<file path="config.mk">
export PLATFORM = sky130hd
export DESIGN_NAME = tap_chain
export DESIGN_NICKNAME = d
export VERILOG_FILES = /design/src/hw/tap_chain_pkg.sv /design/src/hw/tap_chain.sv
export SDC_FILE = /design/constraint.sdc
export NUM_CORES = 1
export LEC_CHECK = 0
export BUFFER_PORTS_ARGS = -buffer_cell sky130_fd_sc_hd__buf_2
export CAP_MARGIN = 10
export CORE_MARGIN = 4
export CORE_UTILIZATION = 35
export CTS_BUF_LIST = sky130_fd_sc_hd__clkbuf_4
export CTS_CLUSTER_SIZE = 12
export DETAILED_ROUTE_END_ITERATION = 8
export GPL_TIMING_DRIVEN = 0
export PLACE_DENSITY_LB_ADDON = 0.1
export SLEW_MARGIN = 20
export SYNTH_ARGS = -nofsm -noshare
export SYNTH_HDL_FRONTEND = slang
export SYNTH_SLANG_ARGS = --single-unit
export TNS_END_PERCENT = 1
</file>
<file path="constraint.sdc">
create_clock -name core_clk -period 3 [get_ports core_clk]
set_input_delay 0.45 -clock core_clk [delete_from_list [all_inputs] [get_ports core_clk]]
set_output_delay 0.45 -clock core_clk [all_outputs]
set_load 0.1 [all_outputs]
</file>
<file path="src/hw/tap_chain_pkg.sv">
// Purpose: shared constants, types and codes for the test-port scan block
// Assumes: one 20 MHz core clock samples every test-port pin
// Notes: chain bit 0 is the cell nearest the serial output
// Behaviour
// - four-bit instruction shift chain backed by a parallel holding register.
// - shifted instruction bits act only after the update step copies them.
// - codes 0000, 0001, 0010 select external, internal, sample tests on boundary chain.
// - codes 1000, 1010, 1011 select abort, debug-port and access-port chains.
// - code 1110 selects identification, 1111 selects the one-stage bypass.
// - unlisted codes act exactly like bypass.
// - external test drives pads from held output and enable cells.
// - internal test drives core inputs from held input cells.
// - reset pin cell only observes, never drives the internal reset.
// - boundary capture of every pad input, output, enable in Capture-DR.
// - Shift-DR shifts captured bits out while new bits shift in.
// - Update-DR copies boundary chain into holding cells used by tests.
// - abort code selects a 35-bit chain reaching debug-port abort logic.
// - debug-port access code selects a 35-bit register access chain.
// - access-port access code selects a 35-bit component access chain.
// - holding register forced to identification on reset, trst, Test-Logic-Reset.
// - 32-bit identification chain captures fixed value with bit 0 set.
// - bypass chain captures 0 to tell it from identification.
// - three cells per pin: input, output, enable; reset pin one input cell.
// - chains reachable only serially, never through a processor bus.
// - power-on reset clears the port; the reset pin leaves it alone.
package tap_chain_pkg;
  localparam int IR_W = 4;
  localparam int ID_W = 32;
  localparam int DBG_W = 35;
  localparam int NUM_PINS = 8;
  localparam int BSR_LEN = 3 * NUM_PINS + 1;
  // cell offsets inside one pin's group of three
  localparam int CELL_IN = 0;
  localparam int CELL_OUT = 1;
  localparam int CELL_OE = 2;
  localparam int CELL_RST = 3 * NUM_PINS;
  // sampled input vector layout: pads first, then port pins
  localparam int SYN_RSTPIN = NUM_PINS;
  localparam int SYN_TDI = NUM_PINS + 1;
  localparam int SYN_TMS = NUM_PINS + 2;
  localparam int SYN_TCK = NUM_PINS + 3;
  localparam int SYN_TRST = NUM_PINS + 4;
  localparam int SYN_W = NUM_PINS + 5;
  localparam logic [SYN_W-1:0] SYN_RESET = {1'h1, 1'h0, 1'h1, 1'h1, 1'h1, {NUM_PINS{1'h0}}};
  localparam logic [IR_W-1:0] OP_EXTEST = 4'h0;
  localparam logic [IR_W-1:0] OP_INTEST = 4'h1;
  localparam logic [IR_W-1:0] OP_SAMPLE = 4'h2;
  localparam logic [IR_W-1:0] OP_ABORT = 4'h8;
  localparam logic [IR_W-1:0] OP_DP_ACCESS = 4'hA;
  localparam logic [IR_W-1:0] OP_AP_ACCESS = 4'hB;
  localparam logic [IR_W-1:0] OP_IDCODE = 4'hE;
  localparam logic [IR_W-1:0] OP_BYPASS = 4'hF;
  localparam logic [IR_W-1:0] IR_CAPTURE = 4'h1;
  localparam logic [IR_W-1:0] IR_RESET = OP_IDCODE;
  // arbitrary neutral identity value; bit 0 must stay 1
  localparam logic [ID_W-1:0] ID_VALUE = 32'h1234_5671;

  typedef enum logic [3:0] {
    TLR, RTI, SEL_DR, CAP_DR, SH_DR, EX1_DR, PAU_DR, EX2_DR, UPD_DR,
    SEL_IR, CAP_IR, SH_IR, EX1_IR, PAU_IR, EX2_IR, UPD_IR
  } tap_state_e;

  typedef enum logic [2:0] {
    CH_BOUNDARY, CH_ABORT, CH_DP, CH_AP, CH_IDCODE, CH_BYPASS
  } chain_sel_e;

  typedef enum logic [1:0] {
    DBG_ABORT, DBG_DP, DBG_AP, DBG_NONE
  } dbg_port_e;

  typedef struct packed {
    dbg_port_e port;
    logic [DBG_W-1:0] data;
  } dbg_req_s;
endpackage

</file>
<file path="src/hw/tap_chain.sv">
// Purpose: instruction register, data chains and boundary cells of a test port
// Assumes: test-port pins and pads are asynchronous to core_clk, tck far slower
// Notes: tap state tracker included only so that chain actions have a state
`timescale 1ns/1ps
module tap_chain (
  input wire logic core_clk,
  input wire logic rst,
  input wire logic tck,
  input wire logic tms,
  input wire logic tdi,
  input wire logic trst_n,
  output logic tdo,
  output logic tdo_oe_n,
  input wire logic rst_pin_n,
  input wire logic [tap_chain_pkg::NUM_PINS-1:0] pad_in,
  output logic [tap_chain_pkg::NUM_PINS-1:0] pad_out,
  output logic [tap_chain_pkg::NUM_PINS-1:0] pad_oe,
  input wire logic [tap_chain_pkg::NUM_PINS-1:0] core_out,
  input wire logic [tap_chain_pkg::NUM_PINS-1:0] core_oe,
  output logic [tap_chain_pkg::NUM_PINS-1:0] core_in,
  input wire logic [tap_chain_pkg::DBG_W-1:0] dbg_rdata,
  output tap_chain_pkg::dbg_req_s dbg_req,
  output logic dbg_write
);
  import tap_chain_pkg::*;

  function automatic chain_sel_e decode_ir(input logic [IR_W-1:0] op);
    case (op)
      OP_EXTEST, OP_INTEST, OP_SAMPLE: decode_ir = CH_BOUNDARY;
      OP_ABORT: decode_ir = CH_ABORT;
      OP_DP_ACCESS: decode_ir = CH_DP;
      OP_AP_ACCESS: decode_ir = CH_AP;
      OP_IDCODE: decode_ir = CH_IDCODE;
      default: decode_ir = CH_BYPASS;
    endcase
  endfunction

  function automatic tap_state_e tap_next(input tap_state_e s, input logic m);
    case (s)
      TLR: tap_next = m ? TLR : RTI;
      RTI: tap_next = m ? SEL_DR : RTI;
      SEL_DR: tap_next = m ? SEL_IR : CAP_DR;
      CAP_DR: tap_next = m ? EX1_DR : SH_DR;
      SH_DR: tap_next = m ? EX1_DR : SH_DR;
      EX1_DR: tap_next = m ? UPD_DR : PAU_DR;
      PAU_DR: tap_next = m ? EX2_DR : PAU_DR;
      EX2_DR: tap_next = m ? UPD_DR : SH_DR;
      UPD_DR: tap_next = m ? SEL_DR : RTI;
      SEL_IR: tap_next = m ? TLR : CAP_IR;
      CAP_IR: tap_next = m ? EX1_IR : SH_IR;
      SH_IR: tap_next = m ? EX1_IR : SH_IR;
      EX1_IR: tap_next = m ? UPD_IR : PAU_IR;
      PAU_IR: tap_next = m ? EX2_IR : PAU_IR;
      EX2_IR: tap_next = m ? UPD_IR : SH_IR;
      UPD_IR: tap_next = m ? SEL_DR : RTI;
      default: tap_next = TLR;
    endcase
  endfunction

  function automatic logic in_shift(input tap_state_e s);
    in_shift = s == SH_IR || s == SH_DR;
  endfunction

  // three-stage sampling; a bit changes once stages two and three agree
  logic [SYN_W-1:0] syn1_q;
  logic [SYN_W-1:0] syn2_q;
  logic [SYN_W-1:0] syn3_q;
  logic [SYN_W-1:0] filt_q;
  logic [SYN_W-1:0] filt_d;
  logic tck_prev_q;
  logic tck_rise;
  logic tck_fall;
  logic trst_act;

  always_ff @(posedge core_clk) begin
    if (rst) begin
      syn1_q <= SYN_RESET;
      syn2_q <= SYN_RESET;
      syn3_q <= SYN_RESET;
    end else begin
      syn1_q <= {trst_n, tck, tms, tdi, rst_pin_n, pad_in};
      syn2_q <= syn1_q;
      syn3_q <= syn2_q;
    end
  end

  always_comb begin
    filt_d = (syn2_q & ~(syn2_q ^ syn3_q)) | (filt_q & (syn2_q ^ syn3_q));
  end

  always_ff @(posedge core_clk) begin
    if (rst) begin
      filt_q <= SYN_RESET;
      tck_prev_q <= SYN_RESET[SYN_TCK]; // idle level, else reset fakes a tck fall
    end else begin
      filt_q <= filt_d;
      tck_prev_q <= filt_q[SYN_TCK];
    end
  end

  assign tck_rise = filt_q[SYN_TCK] & ~tck_prev_q;
  assign tck_fall = ~filt_q[SYN_TCK] & tck_prev_q;
  assign trst_act = ~filt_q[SYN_TRST];

  // controller state; rst or the test reset pin clears the port, never the reset pin
  tap_state_e state_q;

  always_ff @(posedge core_clk) begin
    if (rst || trst_act) begin
      state_q <= TLR;
    end else if (tck_rise) begin
      state_q <= tap_next(state_q, filt_q[SYN_TMS]);
    end
  end

  // instruction chain and holding register
  logic [IR_W-1:0] ir_sh_q;
  logic [IR_W-1:0] ir_q;
  chain_sel_e sel;

  always_ff @(posedge core_clk) begin
    if (rst) begin
      ir_sh_q <= IR_CAPTURE;
    end else if (tck_rise && state_q == CAP_IR) begin
      ir_sh_q <= IR_CAPTURE;
    end else if (tck_rise && state_q == SH_IR) begin
      ir_sh_q <= {filt_q[SYN_TDI], ir_sh_q[IR_W-1:1]};
    end
  end

  always_ff @(posedge core_clk) begin
    if (rst || trst_act || state_q == TLR) begin
      ir_q <= IR_RESET;
    end else if (tck_fall && state_q == UPD_IR) begin
      ir_q <= ir_sh_q;
    end
  end

  assign sel = decode_ir(ir_q);

  // data chains; all reachable only through the serial port
  logic [BSR_LEN-1:0] bsr_sh_q;
  logic [BSR_LEN-1:0] bsr_hold_q;
  logic [BSR_LEN-1:0] bsr_cap;
  logic [ID_W-1:0] id_sh_q;
  logic byp_q;
  logic [DBG_W-1:0] dbg_sh_q;
  logic dr_cap;
  logic dr_shift;
  logic upd_dr;

  assign dr_cap = tck_rise && state_q == CAP_DR;
  assign dr_shift = tck_rise && state_q == SH_DR;
  assign upd_dr = tck_fall && state_q == UPD_DR;

  // each pin gives input, output, enable; the reset pin adds input only
  genvar gi;
  generate
    for (gi = 0; gi < NUM_PINS; gi++) begin : g_cell
      assign bsr_cap[3*gi+CELL_IN] = filt_q[gi];
      assign bsr_cap[3*gi+CELL_OUT] = pad_out[gi];
      assign bsr_cap[3*gi+CELL_OE] = pad_oe[gi];
    end
  endgenerate
  assign bsr_cap[CELL_RST] = filt_q[SYN_RSTPIN];

  always_ff @(posedge core_clk) begin
    if (rst) begin
      bsr_sh_q <= '0;
    end else if (sel == CH_BOUNDARY && dr_cap) begin
      bsr_sh_q <= bsr_cap;
    end else if (sel == CH_BOUNDARY && dr_shift) begin
      bsr_sh_q <= {filt_q[SYN_TDI], bsr_sh_q[BSR_LEN-1:1]};
    end
  end

  always_ff @(posedge core_clk) begin
    if (rst) begin
      bsr_hold_q <= '0;
    end else if (sel == CH_BOUNDARY && upd_dr) begin
      bsr_hold_q <= bsr_sh_q;
    end
  end

  always_ff @(posedge core_clk) begin
    if (rst) begin
      id_sh_q <= ID_VALUE;
    end else if (sel == CH_IDCODE && dr_cap) begin
      id_sh_q <= ID_VALUE;
    end else if (sel == CH_IDCODE && dr_shift) begin
      id_sh_q <= {filt_q[SYN_TDI], id_sh_q[ID_W-1:1]};
    end
  end

  always_ff @(posedge core_clk) begin
    if (rst) begin
      byp_q <= 1'h0;
    end else if (sel == CH_BYPASS && dr_cap) begin
      byp_q <= 1'h0;
    end else if (sel == CH_BYPASS && dr_shift) begin
      byp_q <= filt_q[SYN_TDI];
    end
  end

  // one chain serves all three debug codes; the code tells the far side which
  logic dbg_sel;
  assign dbg_sel = sel == CH_ABORT || sel == CH_DP || sel == CH_AP;

  always_ff @(posedge core_clk) begin
    if (rst) begin
      dbg_sh_q <= '0;
    end else if (dbg_sel && dr_cap) begin
      dbg_sh_q <= dbg_rdata;
    end else if (dbg_sel && dr_shift) begin
      dbg_sh_q <= {filt_q[SYN_TDI], dbg_sh_q[DBG_W-1:1]};
    end
  end

  always_ff @(posedge core_clk) begin
    if (rst) begin
      dbg_write <= 1'h0;
    end else begin
      dbg_write <= dbg_sel && upd_dr;
    end
  end

  // port and data move on one edge, so the far side never sees half a request
  always_ff @(posedge core_clk) begin
    if (rst) begin
      dbg_req <= '{port: DBG_NONE, data: '0};
    end else begin
      if (dbg_sel && upd_dr) begin
        dbg_req.data <= dbg_sh_q;
        case (sel)
          CH_ABORT: dbg_req.port <= DBG_ABORT;
          CH_DP: dbg_req.port <= DBG_DP;
          CH_AP: dbg_req.port <= DBG_AP;
          default: dbg_req.port <= DBG_NONE;
        endcase
      end
    end
  end

  // serial output, moved on the falling edge so the host samples it stable
  logic dr_bit;

  always_comb begin
    case (sel)
      CH_BOUNDARY: dr_bit = bsr_sh_q[0];
      CH_IDCODE: dr_bit = id_sh_q[0];
      CH_ABORT, CH_DP, CH_AP: dr_bit = dbg_sh_q[0];
      default: dr_bit = byp_q;
    endcase
  end

  always_ff @(posedge core_clk) begin
    if (rst) begin
      tdo <= 1'h0;
    end else if (tck_fall && !trst_act) begin
      tdo <= state_q == SH_IR ? ir_sh_q[0] : dr_bit;
    end
  end

  // test reset only releases the pin; the data bit is left as it was
  always_ff @(posedge core_clk) begin
    if (rst || trst_act) begin
      tdo_oe_n <= 1'h1;
    end else if (tck_fall) begin
      tdo_oe_n <= !in_shift(state_q);
    end
  end

  // pad and core muxes; held cells replace live values only under the tests
  logic ext_mode;
  logic int_mode;

  assign ext_mode = ir_q == OP_EXTEST;
  assign int_mode = ir_q == OP_INTEST;

  genvar gp;
  generate
    for (gp = 0; gp < NUM_PINS; gp++) begin : g_pad
      always_ff @(posedge core_clk) begin
        if (rst) begin
          pad_out[gp] <= 1'h0;
        end else begin
          pad_out[gp] <= ext_mode ? bsr_hold_q[3*gp+CELL_OUT] : core_out[gp];
        end
      end

      always_ff @(posedge core_clk) begin
        if (rst) begin
          pad_oe[gp] <= 1'h0;
        end else begin
          pad_oe[gp] <= ext_mode ? bsr_hold_q[3*gp+CELL_OE] : core_oe[gp];
        end
      end

      always_ff @(posedge core_clk) begin
        if (rst) begin
          core_in[gp] <= 1'h0;
        end else begin
          core_in[gp] <= int_mode ? bsr_hold_q[3*gp+CELL_IN] : filt_q[gp];
        end
      end
    end
  endgenerate
  // the reset cell's held bit feeds nothing, so internal reset is never forced
endmodule // tap_chain

</file>
==> key figures, run 1 <==
Run status
  – Status: finished, final reports clean

Worst setup path
  – CP Max Fanout: 10
  – Critical path's slowest cell: o21ai_2
  – CP dominant cell by count: buf_2
  – WP data required: 3.52 ns
  – Critical Path AT: between 3 and 4 ns
  – Startpoint Class: register
  – CP Capture Type: register
  – Critical Path, Cell by Cell: buf_2, nor3b_1, nand2_1, o21ai_2, buf_2, nor2_1
  – Family with the most delay on the worst path: simple AND/OR/NAND/NOR gates
  – CP max stage delay: between 0.5 and 0.6 ns
  – CP Class: reg -> reg
  – WP buf/inv: 2

Synth
  – Post-synth EDFFs: 0
  – Distinct cells, synth: between 50 and 60
  – Number of synthesized register bits: 246
  – Leading area contributor after synthesis: dfxtp_1
  – Synthesized area per cell: slightly below 9 um^2
  – Yosys warns: 0
  – Yosys top cell area share: 0.538
  – Synth Flop Type: dfxtp_1
  – Post-Syn Area: between 0.009 and 0.01 mm^2
  – Fraction of registers with async set/reset: 0
  – Gate Count Post-Synth: about 1.1k
  – Register area share after synthesis: 0.538
  – Top post-synthesis cells by area: dfxtp_1 (54%), nand2_1 (11%), mux2i_1 (6.5%)
  – Post-Syn Nets: about 1.1k

CTS
  – Clk sinks: 246
  – CTS H-tree depth: 3
  – Clock buffer depth: 3
  – CTS tree: yes
  – Worst skew pair latency: ~0.67 ns
  – Root Driver: clkbuf_4
  – Post-CTS Setup Bufs: 0
  – Reg clk slew, reported paths: 0.06 ns
  – TritonCTS buffer count: between 60 and 70
  – CTS resizes: 0

Route
  – DRC: 0
  – Vias/cell: between 4 and 5
  – Total iterations of the first detailed-routing run: 5
  – Routed WL per cell: 15.6 um
  – 1st-iter DRT viols: slightly above 400
  – Antenna viol nets, final: 0
  – DR vias: between 7k and 8k
  – Final WL: ~26 mm

STA
  – RSZ-0062 raised after global routing: false
  – Worst hold slack: between 0.03 and 0.04 ns
  – Final setup viols: 0
  – Worst-margin pin slew: ~0.77 ns
  – Slew Limit Fails: 0
  – Max Freq: 379 MHz
  – Slew margin rel.: 0.485
  – Hold Vio Cnt, Final: 0
  – Fin crit share: 0.879
  – Setup TNS: 0 ns
  – Minimum clock period: around 2.6 ns
  – Worst Clk Skew: approximately 0.04 ns

Place
  – IO Port Bufs: 129
  – Placer Congestion: 0.768
  – Placed Instances: ~1.5k
  – HPWL Detailed: between 15 and 20 mm

GRT
  – First-pass GRT wire length: around 41 mm
  – Largest net degree at the start of global routing: 11
  – All-Layer GR Usage: 0.175
  – Vias in the first global route: between 7k and 8k
  – GRT overflow: 0
  – Initial antenna violation count: 2

Cells and area
  – Layout cells sized above 1: 0.217
  – Fin nets: around 1.3k
  – Fin util: 0.443
  – # fillers: 2625
  – Post-synthesis to final-layout area growth: 23.3%
  – Final std cells w/o fill: ~1.6k
  – Commonest non-fill, non-tap cell in the layout: nand2_1
  – Commonest cells after routing, fill and taps aside: nand2_1 (269), dfxtp_1 (246), buf_2 (151)

Die
  – Full die area: 0.0288 mm^2
  – Chip Width: approximately 170 um
  – Initial Utilization: 0.359
  – Ports: 130
  – Die height: roughly 170 um
  – Core ar.: around 0.025 mm^2
  – Cell row count: between 50 and 60

Power
  – Power Dens Cells: between 600 and 700 mW/mm^2
  – Leak: 4.38 nW
  – Worst VDD drop: roughly 0.29 mV

Job
  – Max-cap viol count: 0

Min path
  – Worst hold path class: in -> reg
==> timing repair <==
| action | CTS | global route |
|---|---|---|
| endpoints found under the setup margin | 0 | 0 |
| hold buffers | 15 | 0 |
| endpoints found under the hold margin | 15 | 0 |
==> where the power goes <==
group	total [mW]	switching (mW)	internal, mW	leakage (nW)
Clock	3.20	1.37	1.83	0.535
Combinational	0.268	0.190	0.0783	1.85
Sequential	3.32	0.0155	3.30	1.99
==> registers in the layout, summed over array words and instances (netlist names), 8 cells and up, named ones only <==
signal      count
dbg_req        37
core_in         8
syn3_q         13
id_sh_q        32
syn2_q         13
dbg_sh_q       35
bsr_sh_q       25
pad_oe          8
pad_out         8
bsr_hold_q     24
syn1_q         13
==> metal layers <==
layer	global-route usage	vias to the layer above	part of all wire
met5	0	-	0
met4	0.0525	0	0.012
met3	0.0443	35	0.059
met2	0.275	202	0.46
met1	0.239	3682	0.47
li1	-	4032	-
==> worst register-to-register path, stage by stage (launching register included) <==
cell and delay [ns]:
dfxtp_1 0.32, buf_2 0.18, nor3b_1 0.55, nand2_1 0.47, o21ai_2 0.58, buf_2 0.33, nor2_1 0.08
==> metrics by stage <==
step | cell area, um^2 | worst slack, ns | total power, mW
3_5_place_dp | 10200 | 0.433 | 3.64
3_3_place_gp | 10200 | 0.438 | 3.64
6_report | 11300 | 0.364 | 6.78
2_1_floorplan | 9150 | 1.14 | 3.54
5_1_grt | 11300 | 0.153 | 7.11
4_1_cts | 11300 | 0.378 | 6.88
==> cells in the mapped netlist (all sizes together), types with 2 or more instances <==
cell / instances
or4: 2
nand2b: 7
o21ai: 48
nor3: 6
mux2i: 59
nor2: 92
nor4: 3
a311oi: 35
a21oi: 78
a211oi: 3
or2: 12
buf: 27
nor2b: 35
o211ai: 4
or4b: 2
xnor2: 2
and2: 2
clkbuf: 53
dfxtp: 246
nand3: 4
a31oi: 28
o41ai: 2
nand2: 269
inv: 5
nor3b: 3
and3: 3
or3: 3
==> cells by family (layout without fill, tap and decap cells) <==
family / count (synthesis) / after routing / synth area share
other: 0 / 2 / 0
AOI/OAI and AO/OA: 211 / 211 / 0.142
buffers and inverters: 85 / 344 / 0.0414
xor gates and xnor gates: 2 / 2 / 0.00192
DFF: 246 / 246 / 0.538
and+or+nand+nor: 448 / 448 / 0.212
muxes: 59 / 59 / 0.0646
==> final timing paths <==
kind	end	cells after the start	slack (ns)	from
worst max-delay path	id_sh_q[23]	6	0.36	state_q[3]
worst min-delay path	pad_out[4]	3	0.04	core_out[4]
worst max register to register	id_sh_q[23]	6	0.36	state_q[3]
worst min register to register	syn2_q[10]	1	0.41	syn1_q[10]
==> final cells by class <==
class	instances	area, um^2	area share
buffer	80	360	0.0319
sequential	246	4920	0.437
inverter	5	18.8	0.00166
timing repair buffer	145	801	0.0710
multi-input combinational	720	3860	0.342
clock inverter	9	113	0.00998
clock buffer	105	788	0.0699
tap	330	413	0.0366
antenna	2	5.00	0.000444
Note: power is estimated with default switching activity, not from simulation.
==> inputs of run 2 (changes only) <==
clock period = 2.9 ns   (was 3 ns; I/O delays follow)
==> run 2 against run 1 <==
Clock skew up 0.0019 ns. Critical path depth unchanged. Sequential share of layout area down 0.72 points. Cell count up 1.2%.
==> key figures, run 2 (same netlist as run 1, synthesis figures left out) <==
Worst setup path
  – CP Max Fanout: 10 (unchanged)
  – CP max stage delay: 0.58 ns (about the same)
  – Critical Path AT: 3.16 ns (about the same)
  – Critical Path, Cell by Cell: buf_2, nor3b_1, nand2_1, o21ai_2, buf_2, nor2_1
  – CP Capture Type: register
  – Startpoint Class: register
  – Family with the most delay on the worst path: simple AND/OR/NAND/NOR gates
  – WP data required: 3.42 ns (-0.10 ns)
  – CP Class: reg -> reg
  – Crit path from: state_q[3]
  – Critical path's slowest cell: o21ai_2
  – Worst R2R Start: state_q[3]
  – CP dominant cell by count: buf_2
  – WP buf/inv: 2 (unchanged)

STA
  – Worst-margin pin slew: 0.775 ns (+0.00227 ns)
  – Max Freq: 378 MHz (-0.34%)
  – Setup TNS: 0 ns (unchanged)
  – Worst hold slack: 0.0499 ns (+0.0101 ns)
  – Fin crit share: 0.912 (+0.0334)
  – Hold Vio Cnt, Final: 0 (unchanged)
  – Slew margin rel.: 0.483 (-0.00151)
  – Worst Clk Skew: 0.0421 ns (+0.00193 ns)
  – Slew Limit Fails: 0 (unchanged)
  – RSZ-0062 raised after global routing: false
  – Final worst slack: 0.256 ns (-0.109 ns)
  – Minimum clock period: 2.64 ns (+0.00898 ns)
  – Final setup viols: 0 (unchanged)

CTS
  – TritonCTS buffer count: 69 (unchanged)
  – Worst skew pair latency: 0.67 ns (about the same)
  – Hold Buf Count CTS: 34 (+19)
  – Post-CTS Setup Bufs: 0 (unchanged)
  – Root Driver: clkbuf_4
  – CTS resizes: 0 (unchanged)
  – CTS H-tree depth: 3 (unchanged)
  – Clk sinks: 246 (unchanged)
  – CTS tree: yes
  – Clock buffer depth: 3 (unchanged)
  – Reg clk slew, reported paths: 0.06 ns (about the same)

Run status
  – Status: finished, final reports clean

Route
  – M1 WL: 12.3 mm (+1.3%)
  – 1st-iter DRT viols: 432 (+4.3%)
  – Final WL: 25.8 mm (+0.69%)
  – Top layer in use: met4
  – Antenna viol nets, final: 0 (unchanged)
  – DR vias: 8015 (+0.80%)
  – Routed WL per cell: 15.5 um (-0.46%)
  – Wire length on met2: 11.7 mm (+0.55%)
  – Met3 Wirelength: 1.44 mm (-5.3%)
  – Total iterations of the first detailed-routing run: 5 (unchanged)
  – DRC: 0 (unchanged)
  – Vias/cell: 4.83 (-0.35%)

Cells and area
  – Final instance area: 0.0115 mm^2 (+1.7%)
  – Layout cells sized above 1: 0.214 (-0.00310)
  – Commonest cells after routing, fill and taps aside: nand2_1 (269), dfxtp_1 (246), buf_2 (151)
  – Largest reg by FF count: dbg_req
  – Max FFs per register: 37 (unchanged)
  – # fillers: 2600 (-0.95%)
  – Commonest non-fill, non-tap cell in the layout: nand2_1
  – Fin nets: 1352 (+1.4%)
  – Final std cells w/o fill: 1661 (+1.2%)
  – Top Registers: dbg_req: 37 flops, dbg_sh_q: 35 flops, id_sh_q: 32 flops
  – Post-synthesis to final-layout area growth: 25.4%

Power
  – Power Dens Cells: 614 mW/mm^2 (+2.0%)
  – Leak: 4.46 nW (+1.8%)
  – Worst VDD drop: 0.302 mV (+3.5%)

GRT
  – Initial antenna violation count: 2 (unchanged)
  – First-pass GRT wire length: 41.1 mm (+0.69%)
  – GRT overflow: 0 (unchanged)
  – Vias in the first global route: 7810 (+0.68%)
  – All-Layer GR Usage: 0.176 (+0.00120)
  – Largest net degree at the start of global routing: 11 (unchanged)

Die
  – Initial Utilization: 0.359 (unchanged)
  – Core ar.: 0.0255 mm^2 (unchanged)
  – Cell row count: 58 (unchanged)
  – Chip Width: 170 um (unchanged)
  – Die height: 170 um (unchanged)
  – Ports: 130 (unchanged)
  – Full die area: 0.0288 mm^2 (unchanged)

Place
  – IO Port Bufs: 129 (unchanged)
  – Placed Instances: 1511 (unchanged)
  – Placed cell area: 0.0102 mm^2 (unchanged)
  – Post-place setup slack: 0.333 ns (-0.100 ns)
  – Placer Congestion: 0.768 (unchanged)
  – HPWL Detailed: 17.4 mm (unchanged)

Min path
  – Min-delay src: core_oe[7]
  – Worst hold path class: in -> reg

Job
  – Max-cap viol count: 0 (unchanged)
[run 2: area by class of cell]
cell class	count	area [um^2]	area share
flip-flops and latches	246	4920	0.429
repair buffers	164	991	0.0864
well taps	330	413	0.0360
plain buffers	80	360	0.0314
clock buffers	105	788	0.0687
inverters	5	18.8	0.00164
clock inverters	9	113	0.00982
diodes	2	5.00	0.000436
multi-input cells	720	3860	0.336
[run 2: worst min-delay path, stage by stage]
cell     delay, ns
buf_2         0.10
nand2_1       0.05
a21oi_1       0.05
[run 2: worst paths after layout]
| kind | end | depth (start not counted) | slack [ns] |
|---|---|---|---|
| worst max-delay path | id_sh_q[23] | 6 | 0.26 |
| worst min-delay path | pad_oe[7] | 3 | 0.05 |
| worst max register to register | id_sh_q[23] | 6 | 0.26 |
| worst min register to register | syn2_q[10] | 1 | 0.41 |
[run 2: through the flow]
stage | total power, mW | utilization
6_report | 7.04 | 0.450
5_1_grt | 7.37 | 0.450
4_1_cts | 7.13 | 0.450
3_5_place_dp | 3.77 | 0.401
3_3_place_gp | 3.77 | 0.401
2_1_floorplan | 3.66 | -
[run 2: report_power, final]
part / internal [mW] / switching [mW] / leakage, nW
Combinational: 0.0976 / 0.200 / 1.93
Clock: 1.90 / 1.42 / 0.535
Sequential: 3.41 / 0.0161 / 1.99
Total: 5.41 / 1.63 / 4.46
[run 2: layer usage]
layer	vias to the layer above	global-route usage
met5	-	0
met4	0	0.0543
met3	37	0.0443
met2	193	0.278
met1	3703	0.239
li1	4082	-
==> inputs of run 3 (changes only) <==
CORE_UTILIZATION = 45   (was 35)
clock period = 2.2 ns   (was 2.9 ns; I/O delays follow)
==> run 3 against run 2 <==
First-iteration DRC count shrank 6.3%. Clock power grew 20%. Design area grew 1.4%. Non-clock buffer count grew 29. Setup slack lost 0.098 ns. Sequential cell count is the same. Cell count shrank 2.5%. Clock-buffer cell count shrank 4. Wire length shrank 7.6%. Largest power group unchanged.
==> key figures, run 3 (same netlist as run 1, synthesis figures left out) <==
Route
  – Total iterations of the first detailed-routing run: 4 (-1)
  – Vias/cell: 5.03 (+4.2%)
  – DR vias: 8138 (+1.5%)
  – 1st-iter DRT viols: 405 (-6.3%)
  – DRC: 0 (unchanged)
  – Antenna viol nets, final: 0 (unchanged)
  – Routed WL per cell: 14.7 um (-5.2%)
  – Final WL: 23.8 mm (-7.6%)

Cells and area
  – Commonest non-fill, non-tap cell in the layout: nand2_1
  – Max FFs per register: 37 (unchanged)
  – Fin util: 0.590 (+0.140)
  – Largest reg by FF count: dbg_req
  – Commonest cells after routing, fill and taps aside: nand2_1 (268), dfxtp_1 (246), buf_2 (150)
  – Post-synthesis to final-layout area growth: 27.1%
  – Layout cells sized above 1: 0.214 (+0.000644)
  – Fin nets: 1379 (+2.0%)
  – Final instance area: 0.0116 mm^2 (+1.4%)
  – Top Registers: dbg_req: 37 flops, dbg_sh_q: 35 flops, id_sh_q: 32 flops

Die
  – Full die area: 0.0227 mm^2 (-21%)
  – Core ar.: 0.0197 mm^2 (-23%)
  – Initial Utilization: 0.464 (+0.105)
  – Cell row count: 51 (-12%)
  – Die height: 151 um (-11%)
  – Chip Width: 151 um (-11%)
  – Ports: 130 (unchanged)

STA
  – Slew margin rel.: 0.437 (-0.0464)
  – Final setup viols: 0 (unchanged)
  – Slew Limit Fails: 0 (unchanged)
  – RSZ-0062 raised after global routing: true
  – Worst hold slack: 0.214 ns (+0.164 ns)
  – Hold Vio Cnt, Final: 0 (unchanged)
  – Max Freq: 490 MHz (+29%)
  – Minimum clock period: 2.04 ns (-0.602 ns)
  – Final worst slack: 0.158 ns (-0.0979 ns)
  – Worst-margin pin slew: 0.838 ns (+0.0626 ns)
  – Worst Clk Skew: 0.0350 ns (-0.00707 ns)
  – Fin crit share: 0.928 (+0.0165)

Worst setup path
  – CP Max Fanout: 10 (unchanged)
  – Startpoint Class: register
  – Critical Path AT: 2.57 ns (-0.59 ns)
  – WP data required: 2.73 ns (-0.69 ns)
  – CP Class: reg -> reg
  – CP Capture Type: register

Power
  – Leak: 4.57 nW (+2.4%)
  – Power Dens Cells: 766 mW/mm^2 (+25%)
  – Switching Share: 0.230 (-0.00129)
  – Clock power share: 0.445 (-0.025)
  – Logic pwr share: 0.048 (+0.006)
  – Seq pwr share: 0.507 (+0.020)
  – Worst VDD drop: 0.575 mV (+90%)
  – Sw power: 2.05 mW (+26%)
  – Internal power: 6.85 mW (+27%)

CTS
  – CTS tree: yes
  – Clock buffer depth: 3 (unchanged)
  – TritonCTS buffer count: 67 (-2.9%)
  – Worst skew pair latency: 0.65 ns (-0.02 ns)
  – CTS H-tree depth: 3 (unchanged)
  – Post-CTS Setup Bufs: 0 (unchanged)
  – Reg clk slew, reported paths: 0.06 ns (about the same)
  – Clk sinks: 246 (unchanged)
  – Root Driver: clkbuf_4

GRT
  – All-Layer GR Usage: 0.211 (+0.0349)
  – First-pass GRT wire length: 38.5 mm (-6.2%)
  – Largest net degree at the start of global routing: 11 (unchanged)
  – GRT overflow: 0 (unchanged)
  – Vias in the first global route: 7822 (+0.15%)
  – Initial antenna violation count: 1 (-1)

Place
  – HPWL Detailed: 16.1 mm (-7.4%)
  – IO Port Bufs: 129 (unchanged)
  – Placer Congestion: 0.797 (+3.8%)
  – Placed cell area: 0.0101 mm^2 (-0.89%)
  – Post-place setup slack: -0.259 ns (-0.592 ns)

Run status
  – Status: finished, final reports clean

Job
  – Max-cap viol count: 0 (unchanged)

Min path
  – Worst hold path class: in -> reg
-- run 3: worst max-delay path, stage by stage, from the launching register on --
cell	delay [ns]
dfxtp_1	0.46
and3b_1	0.21
clkbuf_1	0.17
nand2_2	0.28
clkbuf_1	0.41
nand2_1	0.11
a311oi_1	0.32
-- run 3: through the flow --
stage | setup TNS [ns] | cells | total power [mW]
final | 0 | 1619 | 8.91
after global routing | -0.130 | 1619 | 9.30
after CTS | 0 | 1618 | 9.04
after detailed placement | -2.96 | 1445 | 4.96
after global placement | -5.40 | 1445 | 4.96
after floorplan | 0 | 1051 | 4.83
-- run 3: what timing repair did --
| item | 4_1_cts | 5_1_grt |
|---|---|---|
| pin swaps | 0 | 0 |
| hold buffers | 64 | 0 |
| endpoints found under the setup margin | 17 | 43 |
| gates resized for setup | 4 | 12 |
| hold endpoints to repair | 64 | 0 |
-- run 3: path summary, 6_finish.rpt --
| path | start | endpoint | slack, ns | cells after the start |
|---|---|---|---|---|
| worst max register to register | state_q[2] | dbg_sh_q[14] | 0.16 | 6 |
| worst min-delay path | rst | bsr_sh_q[0] | 0.21 | 4 |
| worst min register to register | syn1_q[12] | syn2_q[12] | 0.41 | 1 |
| worst max-delay path | state_q[2] | dbg_sh_q[14] | 0.16 | 6 |
-- run 3: final cells by class --
| type | instances | area (um^2) |
|---|---|---|
| Fill cell | 1819 | 8090 |
| Sequential cell | 246 | 4920 |
| Multi-Input combinational cell | 720 | 3880 |
| Timing Repair Buffer | 193 | 1290 |
| Clock buffer | 101 | 758 |
| Buffer | 80 | 368 |
| Tap cell | 265 | 332 |
| Clock inverter | 8 | 60.1 |
| Inverter | 5 | 18.8 |
| Antenna cell | 1 | 2.50 |
-- run 3: power by group through the flow --
| stage | clock (mW) | combinational (mW) | sequential, mW |
|---|---|---|---|
| after detailed placement | 0 | 0.341 | 4.62 |
| final | 3.96 | 0.428 | 4.52 |
| after CTS | 4.09 | 0.431 | 4.52 |
| after global placement | 0 | 0.340 | 4.62 |
| after floorplan | 0 | 0.0964 | 4.73 |
| after global routing | 4.33 | 0.459 | 4.52 |
-- run 3: routing by layer --
metal	part of all wire	track usage	vias up
li1	-	-	4129
met1	0.46	0.277	3760
met2	0.47	0.336	203
met3	0.051	0.0509	46
met4	0.023	0.0857	0
met5	0	0	-
